--- config.mk ---
export PLATFORM = sky130hd
export DESIGN_NAME = ethernet_mac_interrupt_aggregator
export DESIGN_NICKNAME = d
export VERILOG_FILES = /design/src/common/emac_irq_pkg.sv /design/src/ethernet_mac_interrupt_aggregator.sv
export SDC_FILE = /design/constraint.sdc
export NUM_CORES = 1
export LEC_CHECK = 0
export BUFFER_PORTS_ARGS = -buffer_cell sky130_fd_sc_hd__buf_4
export CORE_ASPECT_RATIO = 0.6
export CORE_MARGIN = 4
export CORE_UTILIZATION = 52
export CTS_CLUSTER_DIAMETER = 80
export DETAILED_ROUTE_END_ITERATION = 12
export GPL_TIMING_DRIVEN = 0
export PLACE_DENSITY_LB_ADDON = 0.05
export SLEW_MARGIN = 20
export SYNTH_ARGS = -nofsm -noshare
export SYNTH_HDL_FRONTEND = slang
export SYNTH_SLANG_ARGS = --single-unit
--- constraint.sdc ---
create_clock -name mclk -period 3.5 [get_ports mclk]
set_input_delay 0.7 -clock mclk [delete_from_list [all_inputs] [get_ports mclk]]
set_output_delay 0.7 -clock mclk [all_outputs]
set_load 0.1 [all_outputs]
--- src/common/emac_irq_pkg.sv ---
// Constants shared by the Ethernet MAC interrupt aggregator.
// Assumes a 32-bit Avalon-MM register bus with byte addresses.
`default_nettype none
package emac_irq_pkg;
  // Bus geometry
  localparam int ADDR_W = 6;
  localparam int DATA_W = 32;
  // Register byte offsets
  localparam logic [ADDR_W-1:0] RAW_STATUS_OFS = 6'h00;
  localparam logic [ADDR_W-1:0] MASKED_STATUS_OFS = 6'h04;
  localparam logic [ADDR_W-1:0] INT_CLEAR_OFS = 6'h08;
  localparam logic [ADDR_W-1:0] INT_ENABLE_OFS = 6'h0c;
  localparam logic [ADDR_W-1:0] TS_ENABLE_OFS = 6'h10;
  localparam logic [ADDR_W-1:0] TS_STATUS_OFS = 6'h14;
  localparam logic [ADDR_W-1:0] DMA_CTRL_OFS = 6'h18;
  localparam logic [ADDR_W-1:0] DMA_STATE_OFS = 6'h1c;
  localparam logic [ADDR_W-1:0] POLL_OFS = 6'h20;
  localparam logic [ADDR_W-1:0] NUM_ADDR_OFS = 6'h24;
  // Source bit positions in the status words
  localparam int TX_DONE_BIT = 0;
  localparam int TX_HALTED_BIT = 1;
  localparam int TX_NODESC_BIT = 2;
  localparam int TX_OVERLONG_BIT = 3;
  localparam int RX_OVERRUN_BIT = 4;
  localparam int TX_UNDERRUN_BIT = 5;
  localparam int RX_DONE_BIT = 6;
  localparam int RX_NODESC_BIT = 7;
  localparam int RX_HALTED_BIT = 8;
  localparam int RX_OVERSIZE_BIT = 9;
  localparam int TX_IN_FIFO_BIT = 10;
  localparam int PHY_CHANGE_BIT = 11;
  localparam int BUS_FAULT_BIT = 12;
  localparam int FIRST_RX_BUF_BIT = 13;
  localparam int TIME_SYNC_BIT = 14;
  localparam int ABNORMAL_BIT = 15;
  localparam int NORMAL_BIT = 16;
  localparam int NUM_SRC = 15;
  localparam int STATUS_W = 17;
  // Constituents of the two summaries
  localparam logic [NUM_SRC-1:0] NORMAL_SET = 15'h2045;
  localparam logic [NUM_SRC-1:0] ABNORMAL_SET = 15'h17ba;
  // Control field positions
  localparam int DMA_EN_BIT = 0;
  localparam int JUMBO_BIT = 1;
  localparam int RX_POLL_BIT = 0;
  localparam int TX_POLL_BIT = 1;
  localparam int RX_SUSP_BIT = 4;
  localparam int TX_SUSP_BIT = 5;
  localparam int CAUSE_W = 3;
  // Reset values
  localparam logic [NUM_SRC-1:0] ENABLE_RST = 15'h0000;
  localparam logic [CAUSE_W-1:0] CAUSE_RST = 3'h0;
  // Frame length limits in bytes
  localparam int NORMAL_LIMIT = 2048;
  localparam int JUMBO_LIMIT = 10240;
  // Bus slave states
  typedef enum logic [0:0] {
    ST_IDLE = 1'b0,
    ST_ACK = 1'b1
  } bus_state_t;
endpackage : emac_irq_pkg
`default_nettype wire

--- src/ethernet_mac_interrupt_aggregator.sv ---
// Interrupt flags, enables, summaries and status of an Ethernet MAC.
// Assumes event inputs come from DMA and MAC logic on mclk; only the
// PHY interrupt pin is asynchronous. Registers sit on Avalon-MM.
`default_nettype none

module ethernet_mac_interrupt_aggregator
  import emac_irq_pkg::*;
#(
  parameter int LEN_W = 14,          // Frame length counter width
  parameter int TS_W = 2,            // Number of timestamp causes
  parameter int NUM_ADDR = 4         // Perfect-filter address slots
) (
  input wire logic mclk,
  input wire logic reset,
  // Avalon-MM slave
  input wire logic [emac_irq_pkg::ADDR_W-1:0] address,
  input wire logic read,
  input wire logic write,
  input wire logic [emac_irq_pkg::DATA_W-1:0] writedata,
  output logic [emac_irq_pkg::DATA_W-1:0] readdata,
  output logic waitrequest,
  // Event strobes from the MAC and DMA, one cycle each
  input wire logic tx_done_evt,
  input wire logic tx_stop_evt,
  input wire logic tx_no_desc_evt,
  input wire logic tx_underrun_evt,
  input wire logic tx_fifo_loaded_evt,
  input wire logic rx_done_evt,
  input wire logic rx_stop_evt,
  input wire logic rx_no_desc_evt,
  input wire logic rx_overrun_evt,
  input wire logic first_buf_evt,
  input wire logic bus_fault_evt,
  input wire logic [emac_irq_pkg::CAUSE_W-1:0] bus_fault_code,
  // Running frame lengths, checked while valid
  input wire logic rx_len_valid,
  input wire logic [LEN_W-1:0] rx_len,
  input wire logic tx_len_valid,
  input wire logic [LEN_W-1:0] tx_len,
  // Timestamp cause strobes
  input wire logic [TS_W-1:0] ts_event,
  // Asynchronous PHY interrupt pin, active high
  input wire logic phy_irq_pin,
  // Outputs toward processor and DMA
  output logic irq,
  output logic dma_enable,
  output logic jumbo_mode,
  output logic rx_suspend,
  output logic tx_suspend,
  output logic tx_abort,
  output logic rx_poll_demand,
  output logic tx_poll_demand
);
  import emac_irq_pkg::*;

  // Refuse shapes the logic cannot serve
  initial begin
    if (LEN_W < 14 || LEN_W > 16 || TS_W < 1 || TS_W > 16 || NUM_ADDR < 1) begin
      $error("unsupported parameter values");
    end
  end

  // Length limits at counter width
  localparam logic [LEN_W-1:0] NORMAL_LIM = LEN_W'(NORMAL_LIMIT);
  localparam logic [LEN_W-1:0] JUMBO_LIM = LEN_W'(JUMBO_LIMIT);
  localparam logic [DATA_W-1:0] NUM_ADDR_VAL = DATA_W'(NUM_ADDR);

  // Storage
  logic [NUM_SRC-2:0] flags_q;       // Sticky hardware flags, time sync excluded
  logic [NUM_SRC-1:0] enable_q;      // Source enables
  logic [TS_W-1:0] ts_cause_q;       // Sticky timestamp causes
  logic [TS_W-1:0] ts_enable_q;      // Timestamp cause enables
  logic dma_enable_q;
  logic jumbo_q;
  logic rx_suspend_q;
  logic tx_suspend_q;
  logic tx_abort_q;
  logic rx_poll_q;
  logic tx_poll_q;
  logic [CAUSE_W-1:0] cause_q;       // Last bus fault cause
  logic irq_q;
  logic [DATA_W-1:0] readdata_q;
  logic waitrequest_q;
  bus_state_t state_q;
  bus_state_t state_d;
  // PHY pin synchroniser and edge memory
  logic phy_meta_q;
  logic phy_sync_q;
  logic phy_prev_q;

  // Bus decode
  wire take_req = (read || write) && (state_q == ST_IDLE);
  wire acked = (state_q == ST_ACK);
  wire wr_ack = acked && write;
  wire rd_ack = acked && read;
  wire hit_raw = (address == RAW_STATUS_OFS);
  wire hit_mask = (address == MASKED_STATUS_OFS);
  wire hit_clr = (address == INT_CLEAR_OFS);
  wire hit_en = (address == INT_ENABLE_OFS);
  wire hit_tsen = (address == TS_ENABLE_OFS);
  wire hit_tsst = (address == TS_STATUS_OFS);
  wire hit_dma = (address == DMA_CTRL_OFS);
  wire hit_state = (address == DMA_STATE_OFS);
  wire hit_poll = (address == POLL_OFS);
  wire hit_num = (address == NUM_ADDR_OFS);

  // Synchronised PHY edge; only the second stage is looked at
  wire phy_edge = phy_sync_q && !phy_prev_q;

  // Length checks against the active limit
  wire [LEN_W-1:0] len_lim = jumbo_q ? JUMBO_LIM : NORMAL_LIM;
  wire rx_oversize = rx_len_valid && (rx_len > len_lim);
  wire tx_overlong = tx_len_valid && (tx_len > len_lim) && !tx_abort_q;

  // Hardware set vector, bit per source
  logic [NUM_SRC-2:0] set_vec;
  assign set_vec[TX_DONE_BIT] = tx_done_evt;
  // transmit stopped, also by overlong abort
  assign set_vec[TX_HALTED_BIT] = tx_stop_evt || tx_overlong;
  assign set_vec[TX_NODESC_BIT] = tx_no_desc_evt;
  assign set_vec[TX_OVERLONG_BIT] = tx_overlong;
  assign set_vec[RX_OVERRUN_BIT] = rx_overrun_evt;
  assign set_vec[TX_UNDERRUN_BIT] = tx_underrun_evt;
  assign set_vec[RX_DONE_BIT] = rx_done_evt;
  assign set_vec[RX_NODESC_BIT] = rx_no_desc_evt;
  assign set_vec[RX_HALTED_BIT] = rx_stop_evt;
  assign set_vec[RX_OVERSIZE_BIT] = rx_oversize;
  assign set_vec[TX_IN_FIFO_BIT] = tx_fifo_loaded_evt;
  assign set_vec[PHY_CHANGE_BIT] = phy_edge;
  assign set_vec[BUS_FAULT_BIT] = bus_fault_evt;
  assign set_vec[FIRST_RX_BUF_BIT] = first_buf_evt;

  // write-one clear, only the addressed bits
  wire [NUM_SRC-2:0] clr_vec = (wr_ack && hit_clr) ? writedata[NUM_SRC-2:0] : '0;
  // Set wins over a clear in the same cycle
  wire [NUM_SRC-2:0] flags_d = (flags_q & ~clr_vec) | set_vec;

  // timestamp status read clears the causes, new events win
  wire ts_rd_clr = rd_ack && hit_tsst;
  wire [TS_W-1:0] ts_cause_d = (ts_rd_clr ? '0 : ts_cause_q) | ts_event;
  // timestamp causes gated by their own enables
  wire time_sync = |(ts_cause_q & ts_enable_q);

  // Raw and masked views
  wire [NUM_SRC-1:0] raw_src = {time_sync, flags_q};
  wire [NUM_SRC-1:0] masked_src = raw_src & enable_q;
  wire normal_sum = |(masked_src & NORMAL_SET);
  wire abnormal_sum = |(masked_src & ABNORMAL_SET);
  wire [STATUS_W-1:0] raw_word = {normal_sum, abnormal_sum, raw_src};
  wire [STATUS_W-1:0] masked_word = {normal_sum, abnormal_sum, masked_src};
  // line follows summaries and remaining enabled sources
  wire irq_d = normal_sum || abnormal_sum || (|masked_src);

  // Read data mux; unmapped addresses read zero
  wire [DATA_W-1:0] rd_mux =
    hit_raw ? DATA_W'(raw_word) :
    hit_mask ? DATA_W'(masked_word) :
    hit_en ? DATA_W'(enable_q) :
    hit_tsen ? DATA_W'(ts_enable_q) :
    hit_tsst ? DATA_W'(ts_cause_q) :
    hit_dma ? DATA_W'({jumbo_q, dma_enable_q}) :
    // fault cause visible in DMA state
    hit_state ? DATA_W'({tx_suspend_q, rx_suspend_q, 1'b0, cause_q}) :
    hit_num ? NUM_ADDR_VAL : '0;

  // Control writes
  wire wr_en = wr_ack && hit_en;
  wire wr_tsen = wr_ack && hit_tsen;
  wire wr_dma = wr_ack && hit_dma;
  wire rx_poll = wr_ack && hit_poll && writedata[RX_POLL_BIT];
  wire tx_poll = wr_ack && hit_poll && writedata[TX_POLL_BIT];

  // fault disables DMA, overriding a software enable
  wire dma_en_d = bus_fault_evt ? 1'b0 : (wr_dma ? writedata[DMA_EN_BIT] : dma_enable_q);
  // suspend on missing descriptor, poll resumes, event wins
  wire rx_susp_d = rx_no_desc_evt || (rx_suspend_q && !rx_poll);
  // suspend on underrun or missing descriptor
  wire tx_susp_d = tx_underrun_evt || tx_no_desc_evt || (tx_suspend_q && !tx_poll);

  // Bus slave: one wait cycle, answer in the second
  always_comb begin
    state_d = state_q;
    case (state_q)
      ST_IDLE: begin
        if (take_req) begin
          state_d = ST_ACK;
        end
      end
      ST_ACK: begin
        state_d = ST_IDLE;
      end
      default: begin
        state_d = ST_IDLE;
      end
    endcase
  end

  // Bus registers
  always_ff @(posedge mclk) begin
    if (reset) begin
      state_q <= ST_IDLE;
      waitrequest_q <= 1'b1;
      readdata_q <= '0;
    end else begin
      state_q <= state_d;
      waitrequest_q <= !take_req;
      readdata_q <= take_req ? rd_mux : readdata_q;
    end
  end

  // PHY pin synchroniser
  always_ff @(posedge mclk) begin
    if (reset) begin
      phy_meta_q <= 1'b0;
      phy_sync_q <= 1'b0;
      phy_prev_q <= 1'b0;
    end else begin
      phy_meta_q <= phy_irq_pin;
      phy_sync_q <= phy_meta_q;
      phy_prev_q <= phy_sync_q;
    end
  end

  // Flags, enables and timestamp causes
  always_ff @(posedge mclk) begin
    if (reset) begin
      flags_q <= '0;
      enable_q <= ENABLE_RST;
      ts_cause_q <= '0;
      ts_enable_q <= '0;
    end else begin
      flags_q <= flags_d;
      enable_q <= wr_en ? writedata[NUM_SRC-1:0] : enable_q;
      ts_cause_q <= ts_cause_d;
      ts_enable_q <= wr_tsen ? writedata[TS_W-1:0] : ts_enable_q;
    end
  end

  // DMA control and process state
  always_ff @(posedge mclk) begin
    if (reset) begin
      dma_enable_q <= 1'b0;
      jumbo_q <= 1'b0;
      cause_q <= CAUSE_RST;
      rx_suspend_q <= 1'b0;
      tx_suspend_q <= 1'b0;
    end else begin
      dma_enable_q <= dma_en_d;
      jumbo_q <= wr_dma ? writedata[JUMBO_BIT] : jumbo_q;
      cause_q <= bus_fault_evt ? bus_fault_code : cause_q;
      rx_suspend_q <= rx_susp_d;
      tx_suspend_q <= tx_susp_d;
    end
  end

  // One-cycle strobes and the interrupt line
  always_ff @(posedge mclk) begin
    if (reset) begin
      tx_abort_q <= 1'b0;
      rx_poll_q <= 1'b0;
      tx_poll_q <= 1'b0;
      irq_q <= 1'b0;
    end else begin
      tx_abort_q <= tx_overlong;
      rx_poll_q <= rx_poll;
      tx_poll_q <= tx_poll;
      irq_q <= irq_d;
    end
  end

  // Ports straight from flops
  assign readdata = readdata_q;
  assign waitrequest = waitrequest_q;
  assign irq = irq_q;
  assign dma_enable = dma_enable_q;
  assign jumbo_mode = jumbo_q;
  assign rx_suspend = rx_suspend_q;
  assign tx_suspend = tx_suspend_q;
  assign tx_abort = tx_abort_q;
  assign rx_poll_demand = rx_poll_q;
  assign tx_poll_demand = tx_poll_q;
endmodule : ethernet_mac_interrupt_aggregator
`default_nettype wire

# After elaboration in Yosys (flattened, before gate mapping)

Cells that the tools add are included.

Flip-flop bits (word level): 81
Input port bits: 89

$lt $le $gt $ge: 2
Equal/unequal tests: 9
Mux-type cells: 13
Bitwise logic cells: 7
Reductions and logical operators: 35

Operators by type and width:

| kind                                           | count |
|---|---|
| 2-to-1 mux 17 bit                              | 2 |
| > comparator 14 bit                            | 2 |
| 2-to-1 mux 14 bit                              | 2 |
| == test 6 x 5 -> 1 bit (second input constant) | 4 |
| 2-to-1 mux 6 bit                               | 4 |
| logical AND 1 bit                              | 17 |
| AND 15 bit                                     | 1 |
| 2-to-1 mux 15 bit                              | 1 |
| OR reduction 15 bit                            | 1 |
| AND 14 bit                                     | 1 |
| NOT 14 bit                                     | 1 |
| OR 14 bit                                      | 1 |
| == test 6 x 4 -> 1 bit (second input constant) | 2 |
| == test 6 bit (second input constant)          | 2 |
| OR reduction 9 bit                             | 1 |
| logical OR 1 bit                               | 7 |
| == test 6 x 3 -> 1 bit (second input constant) | 1 |
| zero test 6 bit                                | 1 |
| zero test 1 bit                                | 5 |
| OR reduction 2 bit                             | 2 |
| OR reduction 4 bit                             | 1 |
| 2-to-1 mux 3 bit                               | 1 |
| AND 2 bit                                      | 1 |
| 2-to-1 mux 2 bit                               | 1 |
| 4 further kinds                                | 4 |

# Logic depth before layout (Yosys ltp)

Gate-level depths: netlist of the first run.

Depth after elaboration: 9
Mapped depth: 7

# Worst setup path after synthesis of the first run

No wires, ideal clock.

Path kind: flip-flop to flip-flop
Start point: register jumbo_q (netlist: jumbo_mode)
End point: register flags_q[3]
Setup time: 116 ps
Arrival time: 1977 ps
Required time: 3384 ps
Slack: 1407 ps
Stages on the path, launching flop included: 7
Period minus slack after synthesis: 2093 ps
Cells stage by stage: dfxtp_1 -> inv_1 -> ha_1 -> nand4bb_1 -> nor3_1 -> a31oi_1 -> a31o_2

Cells in the longest elaborated chain, start to end: 5

Ends and longest elaborated chain:

| item                           | RTL line                                 | text |
|---|---|---|
| start: declaration             | ethernet_mac_interrupt_aggregator.sv:74  | `logic jumbo_q;` |
| start signal: assignment       | ethernet_mac_interrupt_aggregator.sv:249 | `jumbo_q <= wr_dma ? writedata[JUMBO_BIT] : jumbo_q;` |
| 2-to-1 mux 14 bit              | ethernet_mac_interrupt_aggregator.sv:111 | `wire [LEN_W-1:0] len_lim = jumbo_q ? JUMBO_LIM : NORMAL_LIM;` |
| > comparator 14 bit            | ethernet_mac_interrupt_aggregator.sv:113 | `wire tx_overlong = tx_len_valid && (tx_len > len_lim) && !tx_abort_q;` |
| logical AND 1 bit (2 in a row) | ethernet_mac_interrupt_aggregator.sv:113 |  |
| OR 14 bit                      | ethernet_mac_interrupt_aggregator.sv:136 | `wire [NUM_SRC-2:0] flags_d = (flags_q & ~clr_vec) \| set_vec;` |
| end signal: assignment         | ethernet_mac_interrupt_aggregator.sv:232 | `flags_q <= flags_d;` |
| end: declaration               | ethernet_mac_interrupt_aggregator.sv:69  | `logic [NUM_SRC-2:0] flags_q;` |

No other way between the ends.
A chain may end at the register's enable or synchronous reset.

# Worst setup path after layout of the first run

Start point: input port address[5] in the netlist's numbering
End point: register enable_q[7]

Cells in the longest elaborated chain, start to end: 2

Ends and longest elaborated chain:

| item                   | RTL line                                 | text |
|---|---|---|
| start: declaration     | ethernet_mac_interrupt_aggregator.sv:16  | `input wire logic [emac_irq_pkg::ADDR_W-1:0] address,` |
| == test 6 x 4 -> 1 bit | ethernet_mac_interrupt_aggregator.sv:99  | `wire hit_en = (address == INT_ENABLE_OFS);` |
| logical AND 1 bit      | ethernet_mac_interrupt_aggregator.sv:167 | `wire wr_en = wr_ack && hit_en;` |
| end signal: assignment | ethernet_mac_interrupt_aggregator.sv:233 | `enable_q <= wr_en ? writedata[NUM_SRC-1:0] : enable_q;` |
| end: declaration       | ethernet_mac_interrupt_aggregator.sv:70  | `logic [NUM_SRC-1:0] enable_q;` |

No other way between the ends.

==> results.py, run 1 <==
metrics = {
    "outcome": {
        "status": "finished, final reports clean",
    },
    "global_routing": {
        "globalRouteOverflowTotal": 0,
        "grt_pass1_wl_um": 15900,
        "grtUsageTotal": 0.291,
        "grt_max_degree": 12,
        "antenna_found_initial": 0,
        "first_global_vias": 3087,
    },
    "critical_path": {
        "slowest_delay_ns": 0.59,
        "end_kind": "register",
        "startpoint_type": "primary input",
        "critPathBufInv": 2,
        "path_delay_family": "simple AND/OR/NAND/NOR gates",
        "cp_slowest_cell": "nor4_4",
        "worstPathCellList": "buf_4, nor4_4, nand3_1, clkbuf_1, nand2_1, a21oi_1",
        "cp.required_ns": 3.70,
        "arrival_ns": 2.43,
        "path_max_fanout": 10,
        "worstSetupPathType": "in2reg",
    },
    "logic_synthesis": {
        "synthTopCellsByArea": "dfxtp_1 43%, a21oi_1 7.4%, nand2_1 5.6%, nor2_1 3.7%, buf_4 3.6%",
        "async_reset_ff_frac": 0,
        "synth_warnings": 0,
        "syn-instance-count": 367,
        "synth_flop_cell": "dfxtp_1",
        "ys_seq_area_frac": 0.425,
        "synth_edf_count": 0,
        "synth.top_cell.area_share": 0.425,
        "syn_area_um2": 3110,
        "synth_seq_cells": 66,
        "synth_area_leader_cell": "dfxtp_1",
        "synth_cell_types": 58,
        "synth.avg_cell_area_um2": 8.47,
    },
    "clock_tree": {
        "cts_root_buffer": "clkbuf_8",
        "cts_tree": "done",
        "clock-sinks": 66,
        "htreeDepth": 3,
        "cts_buffer_depth": 2,
        "ctsHoldBuffers": 0,
        "post_cts_buffers": 0,
        "clk_pin_slew_ns": 0.07,
        "cts_buffers": 9,
        "clk_latency_ns": 0.35,
        "ctsResizeCount": 0,
    },
    "die": {
        "floorplan.initialDensity": 0.547,
        "die_w_um": 108,
        "die_h_um": 67.9,
        "ios": 130,
        "rows": 21,
        "die_area_um2": 7320,
        "core_um2": 5680,
    },
    "layout": {
        "diodes": 0,
        "final_cell_mix": "108 x buf_4, 66 x dfxtp_1, 46 x a21oi_1, 46 x nand2_1, 31 x nor2_1",
        "drive_above_1_share": 0.298,
        "area_delta_synth_final_pct": 33.4,
        "nets": 576,
        "num-fill-cells": 466,
        "layout_commonest_cell": "buf_4",
        "final_cells": 570,
    },
    "power": {
        "p_per_area_nw_per_um2": 423,
        "p_sw_w": 0.000541,
        "p_leak_nw": 1.70,
        "comb_power_share": 0.192,
        "seqPwrFrac": 0.455,
        "clock_power_share": 0.354,
        "power.internal_w": 0.00121,
        "swShare": 0.308,
        "vdd_drop_max_mv": 0.274,
    },
    "timing": {
        "finalSetupViolCount": 0,
        "report.final.hold_viol_count": 0,
        "slew_headroom": 0.380,
        "finalSetupTns_ns": 0,
        "setup_slack_ns": 1.27,
        "fin_skew_ns": 0.0110,
        "fin_crit_ns": 2.23,
        "period_share": 0.636,
        "fmax_mhz": 449,
        "tightest_slew_ns": 0.922,
        "drv_slew": 0,
        "rsz0062_at_grt": "false",
    },
    "placed_design": {
        "pre_cts_slack_ns": 0.995,
        "dp.cells": 554,
        "gp_congestion": 0.952,
        "port_buffers": 93,
        "post-dp-hpwl_um": 7740,
    },
    "route": {
        "vias_per_cell": 5.86,
        "first_pass_iters": 5,
        "drtIter0Drc": 411,
        "vias": 3339,
        "drcViolationCount": 0,
        "ant_nets": 0,
        "wl_per_cell_um": 18.2,
        "drt-total-wl_um": 10400,
    },
    "flow_run": {
        "drv_cap": 0,
    },
    "hold_path": {
        "hold_path.class": "reg2reg",
    },
}
==> area by class of cell <==
type / count / area, um2 / area share
clock buffers: 11 / 131 / 0.0317
inverters: 10 / 37.5 / 0.00906
multi-input cells: 265 / 1580 / 0.381
repair buffers: 93 / 698 / 0.168
plain buffers: 40 / 220 / 0.0531
flip-flops and latches: 66 / 1320 / 0.319
well taps: 80 / 100 / 0.0242
clock inverters: 5 / 55.1 / 0.0133
==> metrics by stage <==
| stage | hold WS [ns] | power [W] | instance area, um2 | utilization |
|---|---|---|---|---|
| floorplan | 0.414 | 0.00102 | 3160 | - |
| global placement | 0.426 | 0.00114 | 3960 | 0.697 |
| detailed placement | 0.435 | 0.00114 | 3960 | 0.697 |
| CTS | 0.452 | 0.00175 | 4140 | 0.730 |
| global route | 0.464 | 0.00181 | 4140 | 0.730 |
| finish | 0.448 | 0.00175 | 4140 | 0.730 |
==> cell families after synthesis <==
| kind of cell | share of synthesized area |
|---|---|
| muxes | 0.0431 |
| other | 0.00121 |
| buffers and inverters | 0.0830 |
| AOI/OAI and AO/OA | 0.203 |
| DFF | 0.425 |
| and+or+nand+nor | 0.236 |
| adders and majority gates | 0.00805 |
==> path summary, 6_finish.rpt <==
| kind | end | cells after the start | startpoint | slack (ns) |
|---|---|---|---|---|
| hold reg to reg | phy_sync_q | 1 | phy_meta_q | 0.45 |
| setup reg to reg | flags_q[11] | 6 | acked | 1.64 |
| hold / removal | phy_sync_q | 1 | phy_meta_q | 0.45 |
| setup / recovery | enable_q[7] | 6 | address[5] | 1.27 |
==> power groups by stage <==
stage / clock (W) / sequential [W] / combinational, W
2_1_floorplan: 0 / 0.000848 / 0.000177
3_3_place_gp: 0 / 0.000812 / 0.000325
3_5_place_dp: 0 / 0.000813 / 0.000329
4_1_cts: 0.000622 / 0.000796 / 0.000330
5_1_grt: 0.000657 / 0.000800 / 0.000353
6_report: 0.000620 / 0.000798 / 0.000336
==> state kept, by name (all words and copies together), names as in the netlist <==
signal,cells
rx_poll_demand,1
waitrequest,1
flags_q,14
cause_q,3
acked,1
ts_cause_q,2
jumbo_mode,1
phy_meta_q,1
enable_q,15
dma_enable,1
readdata,17
tx_suspend,1
tx_abort,1
phy_prev_q,1
ts_enable_q,2
tx_poll_demand,1
rx_suspend,1
irq,1
phy_sync_q,1
==> layer usage <==
| metal | share of wire | vias to the layer above | track usage | wire length (um) |
|---|---|---|---|---|
| li1 | - | 1540 | - | - |
| met1 | 0.43 | 1554 | 0.401 | 4450 |
| met2 | 0.43 | 233 | 0.448 | 4460 |
| met3 | 0.13 | 12 | 0.0829 | 1370 |
| met4 | 0.011 | 0 | 0.0835 | 116 |
| met5 | 0 | - | 0 | 0 |
==> cell usage after synthesis (4+ instances only) <==
cell type / count
buf_2: 5
nor3_1: 4
o2111ai_1: 11
nor2b_1: 4
nor2_1: 31
nand2_1: 46
nand4_1: 18
nor4_1: 5
buf_4: 15
dfxtp_1: 66
inv_1: 10
a21oi_1: 46
or2_2: 8
clkbuf_1: 16
nand3_1: 6
and3_1: 5
mux2i_1: 10
Note: power is estimated with default switching activity, not from simulation.
==> run 2: changes to the inputs <==
--- a/config.mk
+++ b/config.mk
@@ -5,10 +5,11 @@
 export SDC_FILE = /design/constraint.sdc
 export NUM_CORES = 1
 export LEC_CHECK = 0
+export ABC_AREA = 1
 export BUFFER_PORTS_ARGS = -buffer_cell sky130_fd_sc_hd__buf_4
 export CORE_ASPECT_RATIO = 0.6
 export CORE_MARGIN = 4
-export CORE_UTILIZATION = 52
+export CORE_UTILIZATION = 44
 export CTS_CLUSTER_DIAMETER = 80
 export DETAILED_ROUTE_END_ITERATION = 12
 export GPL_TIMING_DRIVEN = 0
==> constraint.sdc (replaced) <==
create_clock -name mclk -period 2 [get_ports mclk]
set_input_delay 0.4 -clock mclk [delete_from_list [all_inputs] [get_ports mclk]]
set_output_delay 0.4 -clock mclk [all_outputs]
set_load 0.1 [all_outputs]
==> run 2 against run 1 <==
  * Hold slack got worse by 0.17 ns
  * Combinational power is 99% higher
  * Final area up 7.1%
  * Sequential power grew 77%
  * Largest power group is now clock
==> results.py, run 2 <==
metrics = {
    "timing": {
        "fmax_mhz": 576,
        "rsz0062_at_grt": "false",
        "report.final.hold_viol_count": 0,
        "period_share": 0.868,
        "finalSetupViolCount": 0,
        "fin_worst_hold_slack_ns": 0.277,
        "fin_skew_ns": 0.00498,
        "drv_slew": 0,
        "tightest_slew_ns": 0.781,
        "slew_headroom": 0.479,
        "fin_crit_ns": 1.74,
    },
    "logic_synthesis": {
        "syn_area_um2": 3230,
        "synthMuxAreaShare": 0,
        "synth_compound_area_frac": 0.221,
        "synth_flop_cell": "dfxtp_1",
        "async_reset_ff_frac": 0,
        "synth_simple_gate_area_frac": 0.234,
        "syn-instance-count": 432,
        "synth.avg_cell_area_um2": 7.47,
        "synth_cell_types": 35,
        "synth_warnings": 0,
        "synth.top_cells.by_count": "68 x nand2_1, 66 x dfxtp_1, 58 x a21oi_1",
        "ys_seq_area_frac": 0.409,
        "synth_edf_count": 0,
        "synthXorXnorAreaFrac": 0,
        "synth_seq_cells": 66,
        "synthTopCellsByArea": "dfxtp_1 41%, a21oi_1 9.0%, nand2_1 7.9%, nor2_1 6.6%, a211oi_2 5.4%",
        "synth_area_leader_cell": "dfxtp_1",
        "synth.top_cell.area_share": 0.409,
        "synth_fa_ha_area_frac": 0.00775,
        "synth_most_common_cell": "nand2_1",
        "synth_top_family_by_area": "simple AND/OR/NAND/NOR gates",
    },
    "power": {
        "p_per_area_nw_per_um2": 849,
        "vdd_drop_max_mv": 0.698,
        "p_leak_nw": 2.10,
        "power_w": 0.00377,
    },
    "die": {
        "floorplan.initialDensity": 0.467,
        "die_w_um": 119,
        "rows": 23,
        "die_area_um2": 8820,
        "core_um2": 6910,
        "ios": 130,
        "die_h_um": 74.3,
    },
    "clock_tree": {
        "cts_buffers": 9,
        "cts_tree": "done",
        "clk_pin_slew_ns": 0.05,
        "ctsHoldBuffers": 0,
        "cts_buffer_depth": 2,
        "ctsResizeCount": 0,
        "clock-sinks": 66,
        "clk_latency_ns": 0.33,
        "cts_root_buffer": "clkbuf_16",
        "htreeDepth": 3,
        "post_cts_buffers": 0,
    },
    "layout": {
        "seqCellArea_um2": 1320,
        "drive_above_1_share": 0.290,
        "num-fill-cells": 646,
        "nets": 645,
        "layout_commonest_cell": "buf_4",
        "largest_reg_flops": 17,
        "diodes": 0,
        "area_delta_synth_final_pct": 37.5,
        "design_area_um2": 4440,
        "post-route-util": 0.643,
        "final_cells": 646,
        "final_cell_mix": "113 x buf_4, 68 x nand2_1, 65 x dfxtp_1, 58 x a21oi_1, 57 x nor2_1",
        "multi_input_area_um2": 1550,
    },
    "critical_path": {
        "end_kind": "register",
        "arrival_ns": 1.92,
        "worstSetupPathType": "in2reg",
        "cp.required_ns": 2.19,
        "cp-startpoint": "address[2]",
        "startpoint_type": "primary input",
        "r2r_start": "acked",
        "path_max_fanout": 10,
    },
    "route": {
        "drt-total-wl_um": 10100,
        "wl_per_cell_um": 15.6,
        "ant_nets": 0,
        "drcViolationCount": 0,
        "vias_per_cell": 5.09,
        "first_pass_iters": 6,
        "vias": 3288,
        "drtIter0Drc": 215,
    },
    "placed_design": {
        "dp.cells": 630,
        "port_buffers": 97,
        "gp_congestion": 0.894,
        "post-dp-hpwl_um": 7780,
        "placed_area_um2": 4120,
    },
    "global_routing": {
        "globalRouteOverflowTotal": 0,
        "first_global_vias": 3054,
        "grtUsageTotal": 0.234,
        "grt_pass1_wl_um": 15700,
        "antenna_found_initial": 0,
        "grt_max_degree": 12,
    },
    "hold_path": {
        "hold_path.class": "in2reg",
        "min_from": "phy_irq_pin",
    },
    "outcome": {
        "status": "finished, final reports clean",
    },
    "flow_run": {
        "drv_cap": 0,
    },
}
[run 2: path summary, 6_finish.rpt]
kind / end / slack, ns / cells after the start
setup / recovery: flags_q[2] / 0.26 / 8
hold / removal: phy_meta_q / 0.28 / 3
setup reg to reg: flags_q[10] / 0.27 / 6
hold reg to reg: phy_sync_q / 0.40 / 2
[run 2: area by class of cell]
cell class / instances / share of cell area
repair buffers: 97 / 0.164
flip-flops and latches: 66 / 0.298
multi-input cells: 299 / 0.350
clock inverters: 5 / 0.0175
plain buffers: 30 / 0.0468
well taps: 87 / 0.0245
clock buffers: 11 / 0.0547
inverters: 51 / 0.0448
[run 2: worst max-delay path: stages]
cell      delay, ns
buf_4          0.11
inv_1          0.15
nand2_1        0.07
nor2_1         0.39
nand3_1        0.17
clkbuf_1       0.30
o21ai_0        0.24
a21oi_1        0.08
[run 2: kinds of logic (layout without fill, tap and decap cells)]
family / count (synthesis) / count (layout)
flops: 66 / 66
buf+inv: 81 / 194
compound gates: 116 / 116
simple gates: 166 / 166
fa+ha+maj: 2 / 2
other cells: 1 / 15
[run 2: power breakdown]
group	internal [W]	leakage, nW	switching, W	total (W)
clock	0.00112	0.156	0.000569	0.00169
sequential	0.00137	0.542	0.0000396	0.00141
combinational	0.000196	1.40	0.000473	0.000669
[run 2: per-stage QoR]
stage,TNS [ns],setup WS (ns)
3_5_place_dp,-0.133,-0.0338
5_1_grt,0,0.130
4_1_cts,0,0.268
3_3_place_gp,-0.0700,-0.0231
6_report,0,0.264
2_1_floorplan,0,0.291
[run 2: per-layer routing]
metal / vias to the layer above / global-route usage / wire [um]
li1: 1646 / - / -
met1: 1463 / 0.335 / 4840
met2: 160 / 0.329 / 3950
met3: 19 / 0.0821 / 1130
met4: 0 / 0.0796 / 191
met5: - / 0 / 0
==> run 3: changes to the inputs <==
--- a/config.mk
+++ b/config.mk
@@ -13,6 +13,7 @@
 export CTS_CLUSTER_DIAMETER = 80
 export DETAILED_ROUTE_END_ITERATION = 12
 export GPL_TIMING_DRIVEN = 0
+export MAX_ROUTING_LAYER = met4
 export PLACE_DENSITY_LB_ADDON = 0.05
 export SLEW_MARGIN = 20
 export SYNTH_ARGS = -nofsm -noshare
==> run 3 against run 2 <==
  * Clock power decreased by 4%
  * Critical endpoint is now readdata[16]
  * Cell count unchanged
  * Final area decreased by 0.11%
  * Highest routed layer unchanged
  * Critical path depth decreased by 2
  * Sequential share of layout area about the same
  * Register-to-register slack got worse by 0.04 ns
  * Combinational power about the same
  * Core utilization decreased by 0.073 points
  * Non-clock buffer count unchanged
  * Wire length increased by 1.7%
==> results.py, run 3 (synthesis results as in run 2) <==
metrics = {
    "clock_tree": {
        "clock-sinks": 66,
        "ctsHoldBuffers": 0,
        "clk_pin_slew_ns": 0.06,
        "clk_latency_ns": 0.33,
        "cts_buffers": 9,
        "post_cts_buffers": 0,
        "ctsResizeCount": 0,
        "cts_root_buffer": "clkbuf_16",
        "cts_tree": "done",
        "htreeDepth": 3,
        "cts_buffer_depth": 2,
    },
    "critical_path": {
        "cp_slowest_cell": "nor2_1",
        "cp.required_ns": 2.25,
        "r2r_cells": 6,
        "r2r_start": "acked",
        "end_kind": "register",
        "worstPathCellList": "nor2_1, inv_1, buf_2, nor3_1, o21ai_0, a21oi_1",
        "slowest_delay_ns": 0.43,
        "startpoint_type": "register",
        "path_max_fanout": 10,
        "arrival_ns": 2.03,
        "reg2reg_slack_ns": 0.23,
        "worstSetupPathType": "reg2reg",
        "r2r_end": "readdata[16]",
    },
    "die": {
        "floorplan.initialDensity": 0.467,
        "core_um2": 6910,
        "die_area_um2": 8820,
        "ios": 130,
        "die_h_um": 74.3,
        "rows": 23,
        "die_w_um": 119,
    },
    "power": {
        "power_w": 0.00371,
        "swShare": 0.299,
        "clock_power_share": 0.440,
        "comb_power_share": 0.180,
        "p_sw_w": 0.00111,
        "p_per_area_nw_per_um2": 837,
        "seqPwrFrac": 0.380,
        "vdd_drop_max_mv": 0.538,
        "p_leak_nw": 2.09,
        "power.internal_w": 0.00260,
    },
    "timing": {
        "fin_skew_ns": 0.00778,
        "finalSetupViolCount": 0,
        "slew_headroom": 0.475,
        "tightest_slew_ns": 0.787,
        "period_share": 0.887,
        "fmax_mhz": 564,
        "fin_worst_hold_slack_ns": 0.266,
        "setup_slack_ns": 0.225,
        "rsz0062_at_grt": "false",
        "report.final.hold_viol_count": 0,
        "drv_slew": 0,
        "fin_crit_ns": 1.77,
    },
    "hold_path": {
        "min_path_cells": 3,
        "min_from": "phy_irq_pin",
        "min_to": "phy_meta_q",
        "hold_path.class": "in2reg",
    },
    "route": {
        "drcViolationCount": 0,
        "wl_per_cell_um": 15.9,
        "ant_nets": 0,
        "drt-total-wl_um": 10300,
        "vias": 3341,
        "drtIter0Drc": 249,
        "vias_per_cell": 5.17,
        "first_pass_iters": 5,
    },
    "layout": {
        "drive_above_1_share": 0.292,
        "largest_reg_flops": 17,
        "final_cell_mix": "113 x buf_4, 68 x nand2_1, 65 x dfxtp_1, 58 x a21oi_1, 57 x nor2_1",
        "area_delta_synth_final_pct": 37.4,
        "layout_commonest_cell": "buf_4",
        "diodes": 0,
        "nets": 645,
    },
    "global_routing": {
        "grt_pass1_wl_um": 15800,
        "globalRouteOverflowTotal": 0,
        "grtUsageTotal": 0.244,
        "grt_max_degree": 13,
        "first_global_vias": 3028,
        "antenna_found_initial": 0,
    },
    "flow_run": {
        "drv_cap": 0,
    },
    "placed_design": {
        "gp_congestion": 0.880,
        "port_buffers": 97,
        "post-dp-hpwl_um": 7820,
        "pre_cts_slack_ns": -0.0616,
    },
    "outcome": {
        "status": "finished, final reports clean",
    },
}
run 3: cell types whose count changed in the layout (fill, tap and decap cells not counted):
cell / delta
clkinv_4: +2
clkinvlp_4: +1
clkinv_2: -2
clkbuf_1: -1
clkbuf_8: +1
bufinv_16: -1
run 3: cell type report:
class	instances	area, um2
clock buffers	11	253
clock inverters	5	62.6
plain buffers	30	208
multi-input cells	299	1550
flip-flops and latches	66	1320
repair buffers	97	728
fillers	643	2470
inverters	51	199
well taps	87	109
run 3: worst max-delay path by stage:
| stage | start | endpoint | cells after the start |
|---|---|---|---|
| after floorplan | jumbo_mode | flags_q[1] | 7 |
| after detailed placement | address[2] | flags_q[5] | 8 |
| final | acked | readdata[16] | 6 |
| after CTS | acked | readdata[16] | 6 |
| after global placement | address[2] | flags_q[2] | 8 |
| after global routing | acked | readdata[16] | 6 |
run 3: per-layer routing:
metal | up-vias | track usage | routed length, um
met5 | - | - | 0
met4 | 0 | 0.0822 | 171
met3 | 19 | 0.0661 | 964
met2 | 160 | 0.323 | 4020
met1 | 1508 | 0.355 | 5120
li1 | 1654 | - | -
run 3: critical path: cells and delay by family, from the launching register on:
family,cells,cell delay [ns]
and+or+nand+nor,2,0.66
AOI/OAI and AO/OA,2,0.35
DFF,1,0.33
buffers and inverters,2,0.34
run 3: stage by stage:
stage                     std cells  instance area [um2]  utilization  setup TNS, ns
after global placement          630                 4120        0.596         -0.146
after CTS                       646                 4430        0.642              0
final                           646                 4430        0.642              0
after detailed placement        630                 4120        0.596         -0.492
after global routing            646                 4430        0.642              0
after floorplan                 446                 3280            -              0
run 3: power groups by stage:
stage                     combinational [W]  clock (W)  sequential [W]
after floorplan                    0.000300          0         0.00159
after global placement             0.000659          0         0.00144
after detailed placement           0.000663          0         0.00144
after CTS                          0.000666    0.00164         0.00141
after global routing               0.000710    0.00171         0.00142
final                              0.000670    0.00163         0.00141
